[src/smc_pkg.sv]
// stop-mode controller constants, types and pin synchroniser
// Contract
// plain stop3 halts clocks and oscillator, clock generator standby, converter off, regulator standby
// stop3 keeps registers, logic and RAM; pins held by retained logic
// stop3 exits on reset pin, interrupt or keypad pins, or periodic wake
// reset pin exit fetches reset vector; interrupt exits fetch their own vector
// periodic wake source off and unable to wake when rate bits are zero
// debug enable at stop keeps debug clocks and full regulation
// stop1 or stop2 request with debug enable enters stop3 instead
// status memory commands refused with stop/wait error while stopped
// background command wakes debug-enabled stop into active debug mode
// debug stop3 keeps clock generator and regulator active, converter off
// both detect enables set at stop keep regulator active
// stop1 or stop2 request with detect-in-stop set enters stop3 instead
// detect stop3: clock generator standby, regulator active, converter off, pins held
// every stop mode stops peripheral clocks, even with debug clocks running
// stop2 latches pins before entry; stop1 forces pins to reset defaults
// stop2 wake resets registers, keeps RAM, pins latched until acknowledge
// stop1 wake resets registers, RAM not kept; program memory always kept
// stop3 clock generator standby with optional oscillator; off in stop1, stop2
// stop halts timer and serial units; reset after stop1 or stop2 wake
// converter in standby during stop; reset after stop1 or stop2 wake
// keypad pins wake stop3; keypad disabled in stop1, stop2, reset after
// regulator standby in stop unless detect-in-stop or debug enabled
// stop with entry enable clear forces illegal-opcode reset instead
// power-down 1 with partial 0 is stop1, 1/1 stop2, 0 stop3
// stop2 wake sets recovery flag, held until acknowledge written one
// stop mode resolved in one cycle, overrides beating requested depth
`timescale 1ns/1ps

package smc_pkg;
  localparam int SMC_AW = 4;
  localparam int SMC_DW = 16;
  localparam int SMC_KBI_W = 8;
  localparam logic [3:0] SMC_OFS_CTRL = 4'h0;
  localparam logic [3:0] SMC_OFS_KBI_EN = 4'h1;
  localparam logic [3:0] SMC_OFS_STATUS = 4'h2;
  localparam logic [3:0] SMC_OFS_ACK = 4'h3;
  localparam int SMC_C_STOP_ENTRY_ENABLE = 0;
  localparam int SMC_C_PDC = 1;
  localparam int SMC_C_PARTIAL_POWER_DOWN_SELECT = 2;
  localparam int SMC_C_DBG = 3;
  localparam int SMC_C_LOW_VOLT_DETECT_ENABLE = 4;
  localparam int SMC_C_LOW_VOLT_DETECT_IN_STOP_ENABLE = 5;
  localparam int SMC_C_RTI_LO = 6;
  localparam int SMC_C_RTI_MID = 7;
  localparam int SMC_C_RTI_HI = 8;
  localparam int SMC_C_KEEP_OSC = 9;
  localparam int SMC_S_MODE = 0;
  localparam int SMC_S_FLAG = 3;
  localparam int SMC_S_LATCH = 4;
  localparam int SMC_S_VEC = 5;
  localparam int SMC_A_ACK = 0;
  localparam logic [15:0] SMC_CTRL_RST = 16'h0000;
  localparam logic [15:0] SMC_KBI_RST = 16'h0000;
  // pins idle high, tick line idle low
  localparam logic [10:0] SMC_SYNC_RST = 11'h3ff;

  typedef enum logic [2:0] {
    SMC_RUN, SMC_STOP1, SMC_STOP2, SMC_STOP3, SMC_DEBUG
  } smc_state_e;

  typedef enum logic [2:0] {
    SMC_V_NONE, SMC_V_RESET, SMC_V_IRQ, SMC_V_KBI, SMC_V_RTI, SMC_V_DEBUG
  } smc_vec_e;

  typedef struct packed {
    logic [SMC_AW-1:0] addr;
    logic [SMC_DW-1:0] wdata;
    logic wr;
    logic rd;
  } smc_bus_s;

  typedef struct packed {
    logic cpu_clk_en;
    logic periph_clk_en;
    logic dbg_clk_en;
    logic osc_run;
    logic clkgen_active;
    logic clkgen_standby;
    logic reg_standby;
    logic conv_standby;
    logic pin_hold;
    logic pin_force_reset;
    logic ram_retain;
    logic rti_osc_en;
    logic kbi_active;
    logic periph_reset;
  } smc_pwr_s;
endpackage

module smc_sync
  import smc_pkg::*;
#(
  parameter int W = 11,
  parameter logic [W-1:0] INIT = '0
)(
  input wire logic sys_clk, // system clock
  input wire logic nrst, // async reset, low
  input wire logic [W-1:0] d, // asynchronous inputs
  output logic [W-1:0] q // synchronised outputs
);
  logic [W-1:0] meta_q;

  genvar i;
  generate
    for (i = 0; i < W; i++)
    begin : g_bit
      always_ff @(posedge sys_clk or negedge nrst)
      begin
        if (!nrst)
        begin
          meta_q[i] <= INIT[i];
          q[i] <= INIT[i];
        end
        else
        begin
          meta_q[i] <= d[i];
          q[i] <= meta_q[i];
        end
      end
    end
  endgenerate
endmodule // smc_sync

[src/smc_ctrl.sv]
// stop-mode sequencing, power gating and control registers
//
// The implementer's own choices: strobed register access and the register offsets.
`timescale 1ns/1ps

module smc_ctrl
  import smc_pkg::*;
(
  input wire logic sys_clk, // system clock, 40 MHz
  input wire logic nrst, // async reset, low
  input wire smc_bus_s bus, // register port request
  output logic [SMC_DW-1:0] rdata, // read data, cycle after read
  input wire logic stop_exec, // cpu executes stop, pulse
  input wire logic reset_pin_n, // reset pin, low asserted
  input wire logic irq_pin_n, // interrupt pin, low asserted
  input wire logic [SMC_KBI_W-1:0] kbi_pin_n, // keypad pins, low
  input wire logic rti_toggle, // flips on each periodic wake tick
  input wire logic bgnd_cmd, // background command received, pulse
  input wire logic dbg_go, // leave active debug, pulse
  input wire logic mem_status_cmd, // status memory command, pulse
  output logic mem_status_err, // stop/wait error answer, pulse
  output smc_pwr_s pwr, // clock, regulator, pin controls
  output logic wake_pulse, // wake taken, pulse
  output smc_vec_e wake_vec, // vector fetched on wake
  output logic sys_reset_req, // device reset request, level
  output logic illegal_op_reset // illegal opcode reset, pulse
);
  localparam logic [2:0] RTI_OFF = 3'h0;

  smc_state_e state_q, state_d;
  smc_vec_e vec_d;
  smc_pwr_s pwr_d;
  logic [SMC_DW-1:0] ctrl_q;
  logic [SMC_DW-1:0] kbi_en_q;
  logic dbg_q;
  logic lvd_q;
  logic flag_q;
  logic latch_q;
  logic rti_prev_q;
  logic [10:0] sync_q;
  logic rst_s, irq_s, kbi_s, rti_s, rti_ev;
  logic deep_wake;
  logic stopped;
  logic ack_wr;
  logic [2:0] rate;

  function automatic logic hit(input smc_bus_s b, input logic [3:0] ofs);
    hit = (b.addr == ofs);
  endfunction

  function automatic smc_state_e resolve(input logic power_down_select, input logic partial_power_down_select,
                                         input logic dbg, input logic low_volt_detect_in_stop_enable);
    if (dbg || low_volt_detect_in_stop_enable)
      resolve = SMC_STOP3;
    else if (!power_down_select)
      resolve = SMC_STOP3;
    else if (partial_power_down_select)
      resolve = SMC_STOP2;
    else
      resolve = SMC_STOP1;
  endfunction

  smc_sync #(
    .W(11),
    .INIT(SMC_SYNC_RST)
  ) u_sync (
    .sys_clk(sys_clk),
    .nrst(nrst),
    .d({rti_toggle, kbi_pin_n, irq_pin_n, reset_pin_n}),
    .q(sync_q)
  );

  assign rate = {ctrl_q[SMC_C_RTI_HI], ctrl_q[SMC_C_RTI_MID],
                 ctrl_q[SMC_C_RTI_LO]};
  assign rst_s = !sync_q[0];
  assign irq_s = !sync_q[1];
  assign kbi_s = |(~sync_q[9:2] & kbi_en_q[SMC_KBI_W-1:0]);
  assign rti_s = sync_q[10];
  // tick ignored while rate bits are zero
  assign rti_ev = (rti_s ^ rti_prev_q) && (rate != RTI_OFF);
  assign stopped = (state_q == SMC_STOP1) || (state_q == SMC_STOP2)
                   || (state_q == SMC_STOP3);
  assign ack_wr = bus.wr && hit(bus, SMC_OFS_ACK) && bus.wdata[SMC_A_ACK];

  always_ff @(posedge sys_clk or negedge nrst)
  begin
    if (!nrst)
      rti_prev_q <= 1'b0;
    else
      rti_prev_q <= rti_s;
  end

  // next mode and wake source
  always_comb
  begin
    state_d = state_q;
    vec_d = SMC_V_NONE;
    deep_wake = 1'b0;
    case (state_q)
      SMC_RUN:
      begin
        if (stop_exec && ctrl_q[SMC_C_STOP_ENTRY_ENABLE])
          state_d = resolve(ctrl_q[SMC_C_PDC], ctrl_q[SMC_C_PARTIAL_POWER_DOWN_SELECT],
                            ctrl_q[SMC_C_DBG], ctrl_q[SMC_C_LOW_VOLT_DETECT_IN_STOP_ENABLE]);
      end
      SMC_STOP1:
      begin
        if (rst_s || irq_s)
        begin
          state_d = SMC_RUN;
          vec_d = SMC_V_RESET;
          deep_wake = 1'b1;
        end
      end
      SMC_STOP2:
      begin
        if (rst_s || irq_s || rti_ev)
        begin
          state_d = SMC_RUN;
          vec_d = SMC_V_RESET;
          deep_wake = 1'b1;
        end
      end
      SMC_STOP3:
      begin
        state_d = SMC_RUN;
        if (rst_s)
          vec_d = SMC_V_RESET;
        else if (irq_s)
          vec_d = SMC_V_IRQ;
        else if (kbi_s)
          vec_d = SMC_V_KBI;
        else if (rti_ev)
          vec_d = SMC_V_RTI;
        else if (bgnd_cmd && dbg_q)
        begin
          state_d = SMC_DEBUG;
          vec_d = SMC_V_DEBUG;
        end
        else
          state_d = SMC_STOP3;
      end
      SMC_DEBUG:
      begin
        if (rst_s || dbg_go)
          state_d = SMC_RUN;
      end
      default:
        state_d = SMC_RUN;
    endcase
    if (rst_s && state_q != SMC_STOP3 && stopped)
      vec_d = SMC_V_RESET;
  end

  always_ff @(posedge sys_clk or negedge nrst)
  begin
    if (!nrst)
      state_q <= SMC_RUN;
    else
      state_q <= state_d;
  end

  // override bits caught once, as stop executes
  always_ff @(posedge sys_clk or negedge nrst)
  begin
    if (!nrst)
    begin
      dbg_q <= 1'b0;
      lvd_q <= 1'b0;
    end
    else if (state_q == SMC_RUN && stop_exec)
    begin
      dbg_q <= ctrl_q[SMC_C_DBG];
      lvd_q <= ctrl_q[SMC_C_LOW_VOLT_DETECT_ENABLE] && ctrl_q[SMC_C_LOW_VOLT_DETECT_IN_STOP_ENABLE];
    end
  end

  always_ff @(posedge sys_clk or negedge nrst)
  begin
    if (!nrst)
    begin
      wake_pulse <= 1'b0;
      wake_vec <= SMC_V_NONE;
    end
    else
    begin
      wake_pulse <= (vec_d != SMC_V_NONE);
      if (vec_d != SMC_V_NONE)
        wake_vec <= vec_d;
    end
  end

  always_ff @(posedge sys_clk or negedge nrst)
  begin
    if (!nrst)
    begin
      illegal_op_reset <= 1'b0;
      sys_reset_req <= 1'b0;
      mem_status_err <= 1'b0;
    end
    else
    begin
      illegal_op_reset <= (state_q == SMC_RUN) && stop_exec
                          && !ctrl_q[SMC_C_STOP_ENTRY_ENABLE];
      sys_reset_req <= rst_s || deep_wake;
      mem_status_err <= mem_status_cmd && stopped;
    end
  end

  // registers return to defaults on reset pin or deep wake
  always_ff @(posedge sys_clk or negedge nrst)
  begin
    if (!nrst)
    begin
      ctrl_q <= SMC_CTRL_RST;
      kbi_en_q <= SMC_KBI_RST;
    end
    else if (rst_s || deep_wake)
    begin
      ctrl_q <= SMC_CTRL_RST;
      kbi_en_q <= SMC_KBI_RST;
    end
    else if (bus.wr && hit(bus, SMC_OFS_CTRL))
      ctrl_q <= bus.wdata;
    else if (bus.wr && hit(bus, SMC_OFS_KBI_EN))
      kbi_en_q <= bus.wdata;
  end

  // recovery flag and pin latch: set wins over acknowledge
  always_ff @(posedge sys_clk or negedge nrst)
  begin
    if (!nrst)
    begin
      flag_q <= 1'b0;
      latch_q <= 1'b0;
    end
    else if (state_q == SMC_STOP2 && deep_wake)
    begin
      flag_q <= 1'b1;
      latch_q <= 1'b1;
    end
    else if (state_q == SMC_RUN && stop_exec && ctrl_q[SMC_C_STOP_ENTRY_ENABLE]
             && resolve(ctrl_q[SMC_C_PDC], ctrl_q[SMC_C_PARTIAL_POWER_DOWN_SELECT],
                        ctrl_q[SMC_C_DBG], ctrl_q[SMC_C_LOW_VOLT_DETECT_IN_STOP_ENABLE]) == SMC_STOP2)
      latch_q <= 1'b1;
    else if (ack_wr)
    begin
      flag_q <= 1'b0;
      latch_q <= 1'b0;
    end
  end

  always_ff @(posedge sys_clk or negedge nrst)
  begin
    if (!nrst)
      rdata <= '0;
    else if (bus.rd)
    begin
      if (hit(bus, SMC_OFS_CTRL))
        rdata <= ctrl_q;
      else if (hit(bus, SMC_OFS_KBI_EN))
        rdata <= kbi_en_q;
      else if (hit(bus, SMC_OFS_STATUS))
      begin
        rdata <= '0;
        rdata[SMC_S_MODE +: 3] <= state_q;
        rdata[SMC_S_FLAG] <= flag_q;
        rdata[SMC_S_LATCH] <= latch_q;
        rdata[SMC_S_VEC +: 3] <= wake_vec;
      end
      else
        rdata <= '0;
    end
  end

  // power and clock gating per mode
  always_comb
  begin
    pwr_d = '0;
    pwr_d.cpu_clk_en = 1'b1;
    pwr_d.periph_clk_en = 1'b1;
    pwr_d.dbg_clk_en = 1'b1;
    pwr_d.osc_run = 1'b1;
    pwr_d.clkgen_active = 1'b1;
    pwr_d.pin_hold = latch_q;
    pwr_d.ram_retain = 1'b1;
    pwr_d.rti_osc_en = (rate != RTI_OFF);
    pwr_d.kbi_active = 1'b1;
    pwr_d.periph_reset = deep_wake;
    if (stopped)
    begin
      pwr_d.cpu_clk_en = 1'b0;
      pwr_d.periph_clk_en = 1'b0;
      pwr_d.dbg_clk_en = dbg_q;
      pwr_d.conv_standby = 1'b1;
      pwr_d.reg_standby = !(dbg_q || lvd_q);
    end
    case (state_q)
      SMC_STOP1:
      begin
        pwr_d.osc_run = 1'b0;
        pwr_d.clkgen_active = 1'b0;
        pwr_d.pin_force_reset = 1'b1;
        pwr_d.ram_retain = 1'b0;
        pwr_d.rti_osc_en = 1'b0;
        pwr_d.kbi_active = 1'b0;
      end
      SMC_STOP2:
      begin
        pwr_d.osc_run = 1'b0;
        pwr_d.clkgen_active = 1'b0;
        pwr_d.pin_hold = 1'b1;
        pwr_d.kbi_active = 1'b0;
      end
      SMC_STOP3:
      begin
        if (dbg_q)
          pwr_d.osc_run = 1'b1;
        else
        begin
          pwr_d.clkgen_active = 1'b0;
          pwr_d.clkgen_standby = 1'b1;
          pwr_d.osc_run = ctrl_q[SMC_C_KEEP_OSC];
        end
      end
      default:
      begin
        pwr_d.conv_standby = 1'b0;
      end
    endcase
  end

  always_ff @(posedge sys_clk or negedge nrst)
  begin
    if (!nrst)
      pwr <= '0;
    else
      pwr <= pwr_d;
  end
endmodule // smc_ctrl

[config.mk]
export PLATFORM = sky130hd
export DESIGN_NAME = smc_ctrl
export DESIGN_NICKNAME = d
export VERILOG_FILES = /design/src/smc_pkg.sv /design/src/smc_ctrl.sv
export SDC_FILE = /design/constraint.sdc
export NUM_CORES = 1
export LEC_CHECK = 0
export BUFFER_PORTS_ARGS = -buffer_cell sky130_fd_sc_hd__buf_2
export CORE_MARGIN = 1.5
export CORE_UTILIZATION = 30
export DETAILED_ROUTE_END_ITERATION = 7
export SYNTH_ARGS = -nofsm -noshare
export SYNTH_HDL_FRONTEND = slang
export SYNTH_SLANG_ARGS = --single-unit
[constraint.sdc]
create_clock -name sys_clk -period 3.93 [get_ports sys_clk]
set_input_delay 0.786 -clock sys_clk [delete_from_list [all_inputs] [get_ports sys_clk]]
set_output_delay 0.786 -clock sys_clk [all_outputs]
set_load 0.005 [all_outputs]
**After elaboration in Yosys (flattened, before gate mapping)**

Index checks and enable logic that the tools add are counted.

- Bits in registers: 99
- Output and inout bits: 37

- Equality and inequality tests: 15
- Multiplexer cells: 49
- Bitwise operators: 3
- Reduce and logical (&&, ||, !) cells: 42

Operators by type and width:

| cell | number |
|---|---|
| $mux 16 | 7 |
| $mux 3 | 18 |
| $logic_and 1x1->1 | 16 |
| $pmux 3 s5 | 1 |
| $mux 1 | 14 |
| $mux 2 | 5 |
| $ne 2x2->1 const B | 5 |
| $eq 3x2->1 const B | 3 |
| $pmux 3 s3 | 1 |
| $reduce_bool 3->1 | 3 |
| $and 8x8->8 | 1 |
| $eq 4x2->1 const B | 2 |
| $logic_or 1x1->1 | 8 |
| $mux 8 | 1 |
| $not 8->8 | 1 |
| $reduce_or 8->1 | 1 |
| $reduce_bool 2->1 | 3 |
| $eq 4x1->1 const B | 1 |
| $logic_not 1->1 | 4 |
| $logic_not 4->1 | 1 |
| $pmux 2 s2 | 1 |
| $reduce_and 2->1 | 2 |
| $reduce_and 4->1 | 1 |
| $eq 3x1->1 const B | 1 |
| 8 further kinds | 8 |

**Logic depth before layout (Yosys ltp)**

- Depth in word-level cells: 11
- Depth in mapped cells: 8
- Depth with buffers taken out: 7

**Cells and area by module**

From an unflattened synthesis, not the netlist that was laid out.

- Cell total of the unflattened synthesis: 377
- Area total of the unflattened synthesis: 3,990.1 µm²

By module, submodules not included:

| module | instances | cells each | area each (µm²) |
|---|---|---|---|
| smc_ctrl | 1 | 355 | 3,414.5 |
| smc_sync | 1 | 22 | 575.6 |

**Least setup slack after synthesis**

OpenSTA, ideal clock, no wires.

- Kind: input to register
- From: input bus[19] (netlist bit)
- To: register ctrl_q[10]
- Library setup time: 77 ps
- Data arrival time: 1,803 ps
- Data required time: 3,853 ps
- Setup slack: 2,050 ps
- Stages: 6
- Cells stage by stage: nor4_4 > and2_1 > buf_2 > buf_4 > nand2_1 > a21oi_1

- Longest elaborated chain between the ends: 3

RTL lines:

| what | line | source |
|---|---|---|
| from (decl) | smc_ctrl.sv:11 | `input wire smc_bus_s bus,` |
| $logic_not 4->1 | smc_ctrl.sv:48 | `hit = (b.addr == ofs);` |
| $logic_and 1x1->1 | smc_ctrl.sv:223 | `else if (bus.wr && hit(bus, SMC_OFS_CTRL))` |
| $reduce_bool 2->1 (no line) | n/a |  |
| to (signal assigned) | smc_ctrl.sv:224 | `ctrl_q <= bus.wdata;` |
| to (decl) | smc_ctrl.sv:33 | `logic [SMC_DW-1:0] ctrl_q;` |

Every way passes these cells.
A chain may end at the register's enable or synchronous reset.

**Worst setup path in the final report**

- From: register state_q[2]
- To: register wake_vec[1]

- Longest elaborated chain between the ends: 6
- Elaborated cells on any way between the ends: 11

RTL lines:

| what | line | source |
|---|---|---|
| from (decl) | smc_ctrl.sv:30 | `smc_state_e state_q, state_d;` |
| from (signal assigned) | smc_ctrl.sv:160 | `state_q <= state_d;` |
| $eq 3x1->1 or $eq 3x2->1 (tied branches) | smc_ctrl.sv:81, smc_ctrl.sv:99 |  |
| $logic_or 1x1->1 | smc_ctrl.sv:81 | `assign stopped = (state_q == SMC_STOP1) \|\| (state_q == SMC_STOP2)` |
| $logic_or 1x1->1 | smc_ctrl.sv:82 | `\|\| (state_q == SMC_STOP3);` |
| $logic_and 1x1->1 | smc_ctrl.sv:151 | `if (rst_s && state_q != SMC_STOP3 && stopped)` |
| $mux 3 (*) | smc_ctrl.sv:151 |  |
| $reduce_bool 3->1 | smc_ctrl.sv:188 | `if (vec_d != SMC_V_NONE)` |
| to (signal assigned) | smc_ctrl.sv:189 | `wake_vec <= vec_d;` |
| to (decl) | smc_ctrl.sv:24 | `output smc_vec_e wake_vec,` |

Every way passes the cells marked *; elsewhere a longest branch is shown, timed or not.

==> impl_metrics.toml <==
[outcome]
status = "complete, no violations"

[cells_and_area]
area_growth_pct = 21.8
design_area_sq_um = 4710
seqCellArea_sq_um = 2480
drive_gt1_share_pct = 28.2
multi_input_area_sq_um = 1270
fin_nets = 470
num-fill-cells = 1283
num_antenna_cells = 0

[yosys]
yosysSeqAreaShare_pct = 64.0
synth_mux_area_share_pct = 0.291
synthDistinctLibCells = 44
synth_top_family_by_area = "simple AND/OR/NAND/NOR gates"
ys_top_cells_by_count = "nand2_1 (89), dfrtp_1 (78), a21oi_1 (44)"
synth_fa_ha_area_share_pct = 0
synthTopCellsByArea = "dfrtp_1 (50%), dfstp_2 (14%), nand2_1 (8.6%)"
async_flop_share_pct = 100
avgSynthCellArea_sq_um = 10.7
syn-cell-area_sq_um = 3870
synth_compound_area_share_pct = 14.5
ys_ff_latch = 98
syn_inst = 361
yosys_warnings = 0
ys.flop_type = "dfrtp_1"
synth_area_leader_cell = "dfrtp_1"
synth-simple-area-share_pct = 17.9
yosysMostFrequentCell = "nand2_1"
yosys.area_share.xor_xnor_pct = 0.226
synth_top_area_share_pct = 50.4
synth_edf_count = 0
syn-num-nets = 400

[routing]
vias = 2894
ant_nets = 0
post-route-drc-count = 0
routedWlPerCell_um = 15.3
wl_mm = 9.31
viasPerCell = 4.76
drt_iter0_markers = 184
firstDrtPassIters = 4

[placed_design]
dpl.hpwl_mm = 6.63
place_congestion = 0.817
numPortBuffers = 75
post_dp_cell_area_sq_um = 4390

[die]
dieArea_sq_um = 13600
rows = 41
start_util_pct = 30.7
die_height_um = 117
coreArea_sq_um = 12600
die_w_um = 117
io_pins = 76

[power]
power_frac_seq_pct = 49.9
p_sw_share_pct = 22.7
p_sw_mw = 0.492
p_int_mw = 1.67
clkPwrFrac_pct = 44.1
leakagePower_nw = 2.04
vdd_drop_max_mv = 0.233
p_per_area_nw_per_um2 = 458
comb_power_share_pct = 6.0

[clock_network]
cts_sinks = 98
cts_root_buf = "clkbuf_16"
h-tree-depth = 3
clock_path_buffers = 2
ctsHoldBuffers = 0
numCtsBuffers = 9
cts_setup_buffers = 0
cts-resized-gates = 0
clk_pin_slew_ps = 70
clk_latency_ps = 340
cts_tree = "yes"

[timing]
rsz0062_at_grt = "false"
final_max_slew_viol_count = 0
relSlewSlack_pct = 31.7
worst_pin_slew_ps = 1020
finalSetupViolCount = 0
clock_skew_ps = 9.35
clock.fmax_ghz = 0.432
hold_viol = 0
fin_setup_tns_ps = 0
timing.final.crit_share_pct = 58.9
period_needed_ps = 2320

[setup_path]
critPathCaptureType = "register"
cp_cell_sequence = "or3b_2, o221ai_4, o21ba_2, o21ai_1"
path_max_fanout = 34
critical_path.slowest_cell = "o221ai_4"
required_ps = 4130
reg2reg_depth = 4
start_kind = "register"
cp.arrival_ps = 2520
cpPeakStageDelay_ps = 730
crit_type = "register to register"

[global_route]
grt_max_degree = 84
grt_overflow = 0
grt_busiest_layer = "met2"
gr-usage-met3_pct = 4.20
globalRouteTotalUtil_pct = 14.5
grt_pass1_wl_mm = 14.8
grt_antenna_before_repair = 0
use_met2_pct = 22.0
grt_pass1_vias = 2811
met1_usage_pct = 19.6

[worst_hold_path]
min_path_cells = 0
hold_class = "register to register"

[job]
drv_cap = 0
## per-stage QoR
stage	setup slack [ps]	instances	power, mW	hold slack (ps)	util, %
4_1_cts	1600	608	2.19	352	37.3
3_5_place_dp	1500	592	1.23	337	34.8
3_3_place_gp	1520	592	1.23	336	34.8
5_1_grt	1410	608	2.25	353	37.3
2_1_floorplan	2050	361	1.15	331	-
6_report	1610	608	2.16	349	37.3
## path summary, 6_finish.rpt
| kind | start | end | slack [ps] |
|---|---|---|---|
| setup / recovery | state_q[2] | wake_vec[1] | 1610 |
| hold / removal | u_sync.meta_q[10] | u_sync.q[10] | 350 |
| setup reg to reg | state_q[2] | wake_vec[1] | 1610 |
| hold reg to reg | u_sync.meta_q[10] | u_sync.q[10] | 350 |
| max in group asynchronous | nrst | u_sync.q[7] | 2440 |
| min in group asynchronous | nrst | rdata[13] | 610 |
## routing by layer
| layer | wire (um) | part of all wire [%] |
|---|---|---|
| met3 | 565 | 6.1 |
| met2 | 4440 | 48 |
| met1 | 4070 | 44 |
| met4 | 231 | 2.5 |
| met5 | 0 | 0 |
## cell families (layout without fill, tap and decap cells)
family          count (synthesis)  count (layout)
simple gates                  147             147
mux                             1               1
flops                          98              98
compound gates                 89              89
buf+inv                        25             100
xor+xnor                        1               1
## power groups by stage
stage	registers, mW	logic (mW)	clock network, mW
after floorplan	1.09	0.0519	0
after global placement	1.10	0.129	0
after detailed placement	1.10	0.133	0
after CTS	1.08	0.133	0.980
after global routing	1.08	0.147	1.02
final	1.08	0.130	0.952
## sequential cells by signal, summed over array words and instances (netlist names), 3 cells and up
name           cells
u_sync.q          11
wake_vec           3
ctrl_q            16
u_sync.meta_q     11
state_q            3
kbi_en_q          16
pwr               13
rdata             16
## cells in the final DEF (no fill, tap or decap), types with 2 or more instances in the layout
cell        n
nor2b_1     4
nand3_1     2
nor2_1     22
a22oi_1    17
inv_1       6
nor3_1      2
nand2_1    89
inv_6       3
clkbuf_16   9
and2_1      6
bufinv_16   2
or3_1       2
buf_4       4
nand2b_1    8
nor3b_1     2
a31oi_1     8
o21ai_0     5
o2111ai_1   2
a21oi_1    44
o21ai_1     2
dfrtp_1    78
buf_2      74
dfstp_2    20
## area by class of cell
cell class / count / share of cell area, %
Sequential cell: 98 / 52.6
Tap cell: 172 / 4.57
Clock buffer: 9 / 4.78
Timing Repair Buffer: 78 / 8.49
Inverter: 6 / 0.478
Clock inverter: 7 / 2.10
Multi-Input combinational cell: 238 / 27.0
## worst max-delay path: cells and delay by family (launching register included)
family	cells	cell delay, ps
DFF	1	480
AOI/OAI and AO/OA	3	1110
and+or+nand+nor	1	580
Note: power is estimated with default switching activity, not from simulation.
